## src/hdl/dcsw_cfg.svh

```systemverilog
`ifndef DCSW_CFG_SVH
`define DCSW_CFG_SVH

// register byte offsets
`define DCSW_OFS_CTRL 8'h00
`define DCSW_OFS_REF 8'h04
`define DCSW_OFS_STAT 8'h08
`define DCSW_OFS_FREQ 8'h0C
`define DCSW_OFS_CFG 8'h10

// reset values
`define DCSW_CTRL_RST 16'h0000
`define DCSW_REF_RST 16'h0000
`define DCSW_CFG_RST 4'h0

// control word bit positions
`define DCSW_C_PRE_LO 0
`define DCSW_C_PRE_HI 1
`define DCSW_C_DCBRK 2
`define DCSW_C_COAST 3
`define DCSW_C_QSTOP 4
`define DCSW_C_FREEZE 5
`define DCSW_C_START 6
`define DCSW_C_RESET 7
`define DCSW_C_JOG 8
`define DCSW_C_VALID 10
`define DCSW_C_RELAY1 11
`define DCSW_C_RELAY2 12
`define DCSW_C_SET_LO 13
`define DCSW_C_SET_HI 14
`define DCSW_C_REV 15

// configuration register bit positions
`define DCSW_G_RELAY1 0
`define DCSW_G_RELAY2 1
`define DCSW_G_MULTI 2
`define DCSW_G_REVBUS 3

// status word bit positions
`define DCSW_S_CTL_RDY 0
`define DCSW_S_DRV_RDY 1
`define DCSW_S_STANDBY 2
`define DCSW_S_TRIP 3
`define DCSW_S_TRIPLOCK 6
`define DCSW_S_WARN 7
`define DCSW_S_AT_REF 8
`define DCSW_S_SERIAL 9
`define DCSW_S_IN_RANGE 10
`define DCSW_S_RUNNING 11
`define DCSW_S_VOLT 13
`define DCSW_S_CUR_LIM 14
`define DCSW_S_THERM 15

// frequency hold step on a speed-up or speed-down edge while the other input is low
`define DCSW_HOLD_STEP 16'h0001

`endif

```

## src/hdl/dcsw_pkg.sv

```systemverilog
package dcsw_pkg;
  typedef logic [7:0] dcsw_addr_t;
  typedef logic [15:0] dcsw_word_t;
  typedef logic [1:0] dcsw_sel_t;
  typedef logic [3:0] dcsw_cfg_t;
endpackage

```

## src/hdl/dcsw_core.sv

```systemverilog
`timescale 1ns/1ps
`include "dcsw_cfg.svh"
// Summary of operation
// - process words go control then reference inbound, status then frequency out.
// - control bits 01:00 pick one of four preset references.
// - control bit 02 low applies DC braking and stops the motor.
// - control bit 03 low coasts the motor; high permits start.
// - control bit 04 low performs a quick stop ramp to standstill.
// - control bit 05 low holds frequency; only speed up/down inputs change it.
// - while frequency is held, ramp stop from bit 06 is ignored.
// - control bit 06 low commands a ramp stop; high permits start.
// - a trip is reset only on a rising edge of control bit 07.
// - control bit 08 high runs the output at the jog frequency.
// - control word is used only when bit 10 is one.
// - bits 11 and 12 energise relays one and two when so configured.
// - bus time-out de-energises relays that serial control activated.
// - bits 14:13 select one of four setups when multi-setup is configured.
// - bit 15 reverses only when reversing accepts the bus source.
// - status bit 00 is one when ready, zero when tripped.
// - status bit 01 is one when ready but coasting by pin or command.
// - status bit 02 is one when a start command would start the motor.
// - status bit 03 is one while tripped awaiting reset.
// - status bits 04 and 05 unused; bit 06 flags trip lock.
// - status bit 07 is one while the warning input is high; warnings in bits 13 to 15 do not set it.
// - status bits 08 to 11 and 13 to 15 report drive conditions in documented order; bit 12 unused.
module dcsw_core (
  input wire logic clk,
  input wire logic rstn,
  input wire dcsw_pkg::dcsw_addr_t addr,
  input wire dcsw_pkg::dcsw_word_t wdata,
  input wire logic wr,
  input wire logic rd,
  output dcsw_pkg::dcsw_word_t rdata,
  input wire logic coast_pin_n,
  input wire logic speed_up_pin,
  input wire logic speed_down_pin,
  input wire logic tripped,
  input wire logic trip_lock,
  input wire logic warning,
  input wire logic speed_at_ref,
  input wire logic serial_ok,
  input wire logic freq_in_range,
  input wire logic running,
  input wire logic volt_warn,
  input wire logic cur_limit,
  input wire logic therm_warn,
  input wire logic bus_timeout,
  input wire dcsw_pkg::dcsw_word_t out_freq,
  output dcsw_pkg::dcsw_sel_t preset_sel,
  output logic dc_brake,
  output logic coast,
  output logic quick_stop,
  output logic freeze,
  output dcsw_pkg::dcsw_word_t held_freq,
  output logic ramp_stop,
  output logic trip_reset,
  output logic jog,
  output logic relay1,
  output logic relay2,
  output dcsw_pkg::dcsw_sel_t setup_sel,
  output logic reverse,
  output dcsw_pkg::dcsw_word_t ref_value
);
  import dcsw_pkg::*;

  //////////////////////////////////////////////////////////////////////////
  // bus decode
  function automatic logic hit(input dcsw_addr_t a, input dcsw_addr_t ofs);
    hit = (a == ofs);
  endfunction

  dcsw_word_t ctrl_r;
  dcsw_word_t ref_r;
  dcsw_cfg_t cfg_r;
  dcsw_word_t stat_r;
  dcsw_word_t rdata_r;
  logic ctrl_acc;
  logic rst_bit_r;

  // a word with the valid bit low is dropped whole
  assign ctrl_acc = wr && hit(addr, `DCSW_OFS_CTRL) &&
                    wdata[`DCSW_C_VALID];

  always_ff @(posedge clk or negedge rstn) begin
    if (!rstn) begin
      ctrl_r <= `DCSW_CTRL_RST;
    end else if (ctrl_acc) begin
      ctrl_r <= wdata;
    end
  end

  always_ff @(posedge clk or negedge rstn) begin
    if (!rstn) begin
      ref_r <= `DCSW_REF_RST;
    end else if (wr && hit(addr, `DCSW_OFS_REF)) begin
      ref_r <= wdata;
    end
  end

  always_ff @(posedge clk or negedge rstn) begin
    if (!rstn) begin
      cfg_r <= `DCSW_CFG_RST;
    end else if (wr && hit(addr, `DCSW_OFS_CFG)) begin
      cfg_r <= wdata[3:0];
    end
  end

  // read data stand only in the cycle after the strobe
  always_ff @(posedge clk or negedge rstn) begin
    if (!rstn) begin
      rdata_r <= 16'h0000;
    end else if (rd) begin
      case (addr)
        `DCSW_OFS_CTRL: rdata_r <= ctrl_r;
        `DCSW_OFS_REF: rdata_r <= ref_r;
        `DCSW_OFS_STAT: rdata_r <= stat_r;
        `DCSW_OFS_FREQ: rdata_r <= out_freq;
        `DCSW_OFS_CFG: rdata_r <= {12'h000, cfg_r};
        default: rdata_r <= 16'h0000;
      endcase
    end else begin
      rdata_r <= 16'h0000;
    end
  end
  assign rdata = rdata_r;

  //////////////////////////////////////////////////////////////////////////
  // pin synchronisers: change counts once stages two and three agree
  logic [2:0] coast_s_r;
  logic [2:0] up_s_r;
  logic [2:0] dn_s_r;
  logic coast_pin_low_r;
  logic up_lvl_r;
  logic dn_lvl_r;
  logic up_prev_r;
  logic dn_prev_r;

  always_ff @(posedge clk or negedge rstn) begin
    if (!rstn) begin
      coast_s_r <= 3'h7;
      up_s_r <= 3'h0;
      dn_s_r <= 3'h0;
    end else begin
      coast_s_r <= {coast_s_r[1:0], coast_pin_n};
      up_s_r <= {up_s_r[1:0], speed_up_pin};
      dn_s_r <= {dn_s_r[1:0], speed_down_pin};
    end
  end

  always_ff @(posedge clk or negedge rstn) begin
    if (!rstn) begin
      coast_pin_low_r <= 1'b0;
      up_lvl_r <= 1'b0;
      dn_lvl_r <= 1'b0;
    end else begin
      if (coast_s_r[2] == coast_s_r[1]) coast_pin_low_r <= ~coast_s_r[2];
      if (up_s_r[2] == up_s_r[1]) up_lvl_r <= up_s_r[2];
      if (dn_s_r[2] == dn_s_r[1]) dn_lvl_r <= dn_s_r[2];
    end
  end

  always_ff @(posedge clk or negedge rstn) begin
    if (!rstn) begin
      up_prev_r <= 1'b0;
      dn_prev_r <= 1'b0;
    end else begin
      up_prev_r <= up_lvl_r;
      dn_prev_r <= dn_lvl_r;
    end
  end

  //////////////////////////////////////////////////////////////////////////
  // control decode, outputs registered

  always_ff @(posedge clk or negedge rstn) begin
    if (!rstn) begin
      preset_sel <= 2'h0;
      dc_brake <= 1'b0;
      coast <= 1'b0;
      quick_stop <= 1'b0;
      freeze <= 1'b0;
      ramp_stop <= 1'b0;
      jog <= 1'b0;
      ref_value <= 16'h0000;
    end else begin
      preset_sel <= ctrl_r[`DCSW_C_PRE_HI:`DCSW_C_PRE_LO];
      dc_brake <= ~ctrl_r[`DCSW_C_DCBRK];
      coast <= ~ctrl_r[`DCSW_C_COAST];
      quick_stop <= ~ctrl_r[`DCSW_C_QSTOP];
      freeze <= ~ctrl_r[`DCSW_C_FREEZE];
      // a held frequency cannot be ramp-stopped by the start bit
      ramp_stop <= ~ctrl_r[`DCSW_C_START] &
                   ctrl_r[`DCSW_C_FREEZE];
      jog <= ctrl_r[`DCSW_C_JOG];
      ref_value <= ref_r;
    end
  end

  // bit 09 has no function and is never looked at

  // held frequency tracks out_freq while bit 05 is high; while it is low, only the speed-up and speed-down inputs move it
  always_ff @(posedge clk or negedge rstn) begin
    if (!rstn) begin
      held_freq <= 16'h0000;
    end else if (ctrl_r[`DCSW_C_FREEZE]) begin
      held_freq <= out_freq;
    end else if (up_lvl_r && !up_prev_r && !dn_lvl_r) begin
      held_freq <= held_freq + `DCSW_HOLD_STEP;
    end else if (dn_lvl_r && !dn_prev_r && !up_lvl_r) begin
      held_freq <= held_freq - `DCSW_HOLD_STEP;
    end
  end

  // reset is edge driven across accepted words only
  always_ff @(posedge clk or negedge rstn) begin
    if (!rstn) begin
      rst_bit_r <= 1'b0;
      trip_reset <= 1'b0;
    end else begin
      rst_bit_r <= ctrl_r[`DCSW_C_RESET];
      trip_reset <= ctrl_r[`DCSW_C_RESET] & ~rst_bit_r;
    end
  end

  // relays drop on time-out; a word landing in the same cycle wins
  always_ff @(posedge clk or negedge rstn) begin
    if (!rstn) begin
      relay1 <= 1'b0;
      relay2 <= 1'b0;
    end else if (ctrl_acc) begin
      relay1 <= wdata[`DCSW_C_RELAY1] & cfg_r[`DCSW_G_RELAY1];
      relay2 <= wdata[`DCSW_C_RELAY2] & cfg_r[`DCSW_G_RELAY2];
    end else if (bus_timeout) begin
      relay1 <= 1'b0;
      relay2 <= 1'b0;
    end else begin
      relay1 <= relay1 & cfg_r[`DCSW_G_RELAY1];
      relay2 <= relay2 & cfg_r[`DCSW_G_RELAY2];
    end
  end

  always_ff @(posedge clk or negedge rstn) begin
    if (!rstn) begin
      setup_sel <= 2'h0;
      reverse <= 1'b0;
    end else begin
      setup_sel <= cfg_r[`DCSW_G_MULTI] ?
                   ctrl_r[`DCSW_C_SET_HI:`DCSW_C_SET_LO] : 2'h0;
      reverse <= ctrl_r[`DCSW_C_REV] & cfg_r[`DCSW_G_REVBUS];
    end
  end

  //////////////////////////////////////////////////////////////////////////
  // status word
  logic coasting;
  logic start_ok;
  assign coasting = coast_pin_low_r | ~ctrl_r[`DCSW_C_COAST];
  assign start_ok = ~tripped & ~coasting & ctrl_r[`DCSW_C_DCBRK] &
                    ctrl_r[`DCSW_C_QSTOP];

  always_ff @(posedge clk or negedge rstn) begin
    if (!rstn) begin
      stat_r <= 16'h0000;
    end else begin
      stat_r <= 16'h0000;
      stat_r[`DCSW_S_CTL_RDY] <= ~tripped;
      stat_r[`DCSW_S_DRV_RDY] <= ~tripped & coasting;
      stat_r[`DCSW_S_STANDBY] <= start_ok;
      stat_r[`DCSW_S_TRIP] <= tripped;
      stat_r[`DCSW_S_TRIPLOCK] <= trip_lock;
      stat_r[`DCSW_S_WARN] <= warning;
      stat_r[`DCSW_S_AT_REF] <= speed_at_ref;
      stat_r[`DCSW_S_SERIAL] <= serial_ok;
      stat_r[`DCSW_S_IN_RANGE] <= freq_in_range;
      stat_r[`DCSW_S_RUNNING] <= running;
      stat_r[`DCSW_S_VOLT] <= volt_warn;
      stat_r[`DCSW_S_CUR_LIM] <= cur_limit;
      stat_r[`DCSW_S_THERM] <= therm_warn;
    end
  end
endmodule

```

## config.mk

```make
export PLATFORM = sky130hd
export DESIGN_NAME = dcsw_core
export DESIGN_NICKNAME = d
export VERILOG_FILES = /design/src/hdl/dcsw_pkg.sv /design/src/hdl/dcsw_core.sv
export VERILOG_INCLUDE_DIRS = /design/src /design/src/hdl
export SDC_FILE = /design/constraint.sdc
export NUM_CORES = 1
export LEC_CHECK = 0
export BUFFER_PORTS_ARGS = -buffer_cell sky130_fd_sc_hd__clkbuf_2
export CAP_MARGIN = 15
export CORE_MARGIN = 3
export CORE_UTILIZATION = 53
export DETAILED_ROUTE_END_ITERATION = 16
export GPL_ROUTABILITY_DRIVEN = 0
export GPL_TIMING_DRIVEN = 0
export PLACE_DENSITY = 0.84
export SLEW_MARGIN = 40
export SYNTH_ARGS = -nofsm -noshare
export SYNTH_HDL_FRONTEND = slang
export SYNTH_SLANG_ARGS = --single-unit
```

## constraint.sdc

```tcl
create_clock -name clk -period 8.6 [get_ports clk]
set_clock_uncertainty 0.1 [all_clocks]
set_input_delay 1.29 -clock clk [delete_from_list [all_inputs] [get_ports clk]]
set_output_delay 1.29 -clock clk [all_outputs]
set_load 0.02 [all_outputs]
```

* Word level (Yosys, flattened, before mapping)
Index checks and enable logic that the tools add are counted.
** Cells by class
- Muxes and demuxes :: 10
- Bitwise operators :: 21
- Reduce and logical (&&, ||, !) cells :: 14
- Add/subtract/negate cells :: 2
- Eq/ne operators :: 7
** Operator list (number)
- $pmux 16 s5 :: 1
- $mux 16 :: 4
- $add 16x1->16 const B :: 1
- $eq 8x4->1 const B :: 2
- $sub 16x1->16 const B :: 1
- $and 1x1->1 :: 11
- $not 1->1 :: 9
- $eq 8x3->1 const B :: 1
- $eq 8x5->1 const B :: 1
- $logic_and 1x1->1 :: 8
- $logic_not 8->1 :: 1
- $logic_not 1->1 :: 4
- $mux 1 :: 4
- $eq 1x1->1 :: 3
- $reduce_bool 3->1 :: 1
- $mux 2 :: 1
- $or 1x1->1 :: 1
** Word-level totals
- Logic and storage cells :: 82
- Output and inout bits :: 62
- Register bits after elaboration :: 126

* Depth between registers and ports, before layout
- Word-level depth :: 6
- Gate-level depth with buffers :: 10

* Worst setup path before layout
OpenSTA, ideal clock, no wires.
- Kind :: input -> register
- From :: in addr[0]
- To :: reg ref_r[10]
- Required time :: 8.375 ns
- Buffers on the path :: 1
- Arrival time :: 2.756 ns
- Stages :: 5
- Setup time :: 0.125 ns
- Path slack :: 5.619 ns
- Cells stage by stage :: or4_4 nor3_4 nand4b_4 buf_6 mux2_4
** Between the ends
- Longest elaborated chain between the ends :: 2
** RTL lines
- start, declared :: line dcsw_core.sv:29 : input wire dcsw_pkg::dcsw_addr_t addr,
- $eq 8x3->1 :: line dcsw_core.sv:69 : hit = (a == ofs);
- $logic_and 1x1->1 :: line dcsw_core.sv:95 : end else if (wr && hit(addr, `DCSW_OFS_REF)) begin
- end signal, assigned :: line dcsw_core.sv:94 : ref_r <= `DCSW_REF_RST;
- end signal, assigned :: line dcsw_core.sv:96 : ref_r <= wdata;
- end, declared :: line dcsw_core.sv:73 : dcsw_word_t ref_r;
No other way between the ends.
A chain may end at the register's enable or synchronous reset.

* Final worst setup path
- From :: reg dn_lvl_r
- To :: reg held_freq[15]
** Between the ends
- Longest elaborated chain between the ends :: 4
- Elaborated cells on any way between the ends :: 7
- Those cells by class :: mux (2); reduce/logical (5)
** RTL lines
- start, declared :: line dcsw_core.sv:134 : logic dn_lvl_r;
- start signal, assigned :: line dcsw_core.sv:158 : if (dn_s_r[2] == dn_s_r[1]) dn_lvl_r <= dn_s_r[2];
- $logic_not 1->1 :: line dcsw_core.sv:207 : end else if (up_lvl_r && !up_prev_r && !dn_lvl_r) begin
- $logic_and 1x1->1 :: line dcsw_core.sv:207
- $mux 16 :: line dcsw_core.sv:207
- $mux 16 :: line dcsw_core.sv:205 : end else if (ctrl_r[`DCSW_C_FREEZE]) begin
- end signal, assigned :: line dcsw_core.sv:206 : held_freq <= out_freq;
- end signal, assigned :: line dcsw_core.sv:208 : held_freq <= held_freq + `DCSW_HOLD_STEP;
- end signal, assigned :: line dcsw_core.sv:210 : held_freq <= held_freq - `DCSW_HOLD_STEP;
- end, declared :: line dcsw_core.sv:54 : output dcsw_pkg::dcsw_word_t held_freq,
Several ways; a longest one is shown, not always the timed one.

==> flow_summary.ini <==
[critical_path]
max_stage_delay_ps = 530
crit_chain = nor3b_2 > inv_1 > ha_1 > o211ai_1 > o211ai_1 > a41oi_1 > o31ai_1 > mux2i_1 > mux2i_1 > a21oi_1
worst-path-buf-inv = 1
crit_path_top_delay_cell = nor3b_2
critPathLaunchType = flop
critical_path.top_delay_family = compound AO/OA/AOI/OAI gates
cp_max_fo = 16
cp.required_ps = 8940
cp.arrival_ps = 4110
crit_type = reg2reg
endpoint_kind = flop
r2r_slack_ps = 4840

[pwr]
ir_drop_mv = 0.121
p_sw_w = 0.000399
p_int_w = 0.00118
sw_frac_of_total_pct = 25.3
power_density_nw_per_um2 = 235
pwr-share-clk_pct = 47.5
seq_power_share_pct = 40.6
leakagePower_nw = 3.42
comb_power_share_pct = 11.9

[timing]
finalCriticalPeriod_ps = 3760
slew_violations = 0
tns_ps = 0
timing.final.ws_setup_ps = 4840
tightest_slew_ps = 703
max_freq_mhz = 266
fin_crit_sh_pct = 43.7
finalHoldViolCount = 0
rsz0062_at_grt = no
setup_viol = 0
slew_headroom_pct = 53.1

[logic_synthesis]
yosys-top-cells-count = dfrtp_1, nand2_1, a21oi_1
synth_edf_count = 0
ys_seq_elements = 126
ys_seq_area_share_pct = 59.6
synthesis.nets = 496
ys_warn_count = 0
async_flop_share_pct = 100
synth_cells = 421
syn_area_per_cell_um2 = 12.6
synth_area_um2 = 5290
yosysMostFrequentCell = dfrtp_1
synthTopCellsByArea = dfrtp_1, mux4_2, nand2_1
synthFlopType = dfrtp_1
synth_area_leader_cell = dfrtp_1
synth_top_area_share_pct = 58.1
synth_cell_types = 47

[die]
io_pins = 120
core_area_um2 = 9460
die_x_um = 106
start_util_pct = 56.0
die_h_um = 106
dieArea_um2 = 11200
row_count = 35

[grt]
grt_util_all_layers_pct = 25.1
grt_start_max_net_pins = 65
grt_pass1_vias = 3893
antenna_found_initial = 0
overflow = 0
grt_pass1_wl_um = 21200

[run_status]
outcome = complete, no violations

[final_layout]
n_antenna_cell = 0
drive_above_1_share_pct = 34.6
nets = 635
syn_to_final_growth_pct = 26.8

[cts]
ctsHoldBuffers = 0
clock_latency_ps = 520
cts_setup_buffers = 0
cts_tree = built
htree_levels = 4
clock_tree.buffer_depth = 2
cts_inserted_buffers = 17
cts_root_buf = clkbuf_8
cts_resized = 0
cts.sinks = 126
clk_pin_slew_ps = 60

[job]
cap_violations = 0

[routing]
firstDrtPassIters = 5
post_drt_wl_per_cell_um = 19.4
drt_iter0_markers = 245
postRouteAntennaNets = 0
via_count = 3983
vias_per_cell = 5.67
drc = 0
postRouteWirelength_um = 13600

[placement]
port_buffers = 119
hpwl_um = 9270
preCtsSetupSlack_ps = 4970

[worst_hold_path]
hp-class = reg2reg
[cells by family (layout without fill, tap and decap cells)]
family          after synthesis  in the layout  synth area share, %
compound gates               79             79                 8.74
xor+xnor                     14             14                 2.32
fa+ha+maj                    19             19                 4.54
buf+inv                      23            175                 2.08
flops                       126            126                 59.6
mux                          40             40                 11.8
simple gates                120            120                 10.9
[flip-flops by register name (all words and copies together), names as in the netlist, 3 cells and up]
signal / count
cfg_r: 4
coast_s_r: 3
ctrl_r: 16
dn_s_r: 3
held_freq: 16
rdata: 16
ref_r: 16
ref_value: 16
stat_r: 13
up_s_r: 3
[final timing paths]
| path | start | to | cells after the start |
|---|---|---|---|
| worst max-delay path | dn_lvl_r$_DFFE_PN0N_ | held_freq[15]$_DFFE_PN0P_ | 10 |
| worst min-delay path | dn_s_r[0]$_DFF_PN0_ | dn_s_r[1]$_DFF_PN0_ | 0 |
| worst max register to register | dn_lvl_r$_DFFE_PN0N_ | held_freq[15]$_DFFE_PN0P_ | 10 |
| worst min register to register | dn_s_r[0]$_DFF_PN0_ | dn_s_r[1]$_DFF_PN0_ | 0 |
| max in group asynchronous | rstn | held_freq[0]$_DFFE_PN0P_ | 2 |
| min in group asynchronous | rstn | setup_sel[0]$_DFF_PN0_ | 1 |
[layout by cell type (no fill, tap or decap), types with 4 or more instances in the layout]
master / count
o211ai_1: 5
mux4_2: 13
and3_1: 9
and2_1: 4
clkbuf_2: 118
nor2b_1: 6
clkbuf_1: 8
clkinvlp_4: 4
xnor2_1: 4
dfrtp_1: 123
a22oi_1: 7
mux2_2: 10
nor2_1: 27
nand2b_1: 4
a21oi_1: 30
nand2_1: 58
mux2i_1: 7
mux2_4: 10
bufinv_16: 4
clkbuf_16: 16
inv_1: 8
o21ai_0: 19
ha_1: 16
o22ai_1: 4
xor2_1: 10
[per-stage QoR]
| stage | area, um2 | hold WS [ps] | util (%) | total power [W] | std cells |
|---|---|---|---|---|---|
| floorplan | 5290 | 231 | - | 0.000761 | 421 |
| global placement | 6050 | 232 | 64.0 | 0.000823 | 669 |
| detailed placement | 6090 | 235 | 64.4 | 0.000832 | 670 |
| CTS | 6710 | 249 | 70.9 | 0.00158 | 702 |
| global route | 6710 | 259 | 70.9 | 0.00163 | 702 |
| finish | 6710 | 249 | 70.9 | 0.00158 | 702 |
[per-layer routing]
metal	track usage [%]	vias up	share of wire [%]
met5	0	-	0
met4	7.49	0	1.9
met3	5.77	29	6.6
met2	41.4	187	50
met1	33.5	2002	42
li1	-	1765	-
[power by group through the flow]
stage | clock (W) | sequential, W | combinational [W]
2_1_floorplan | 0 | 0.000659 | 0.000102
3_3_place_gp | 0 | 0.000647 | 0.000176
3_5_place_dp | 0 | 0.000649 | 0.000184
4_1_cts | 0.000751 | 0.000639 | 0.000187
5_1_grt | 0.000778 | 0.000642 | 0.000206
6_report | 0.000748 | 0.000639 | 0.000188
[area by class of cell]
type                            count  area (um2)
Buffer                             14        76.3
Clock buffer                       19         432
Clock inverter                     13         186
Fill cell                         659        2750
Inverter                            9        33.8
Multi-Input combinational cell    272        2030
Sequential cell                   126        3160
Tap cell                          129         161
Timing Repair Buffer              120         632
Note: power is estimated with default switching activity, not from simulation.
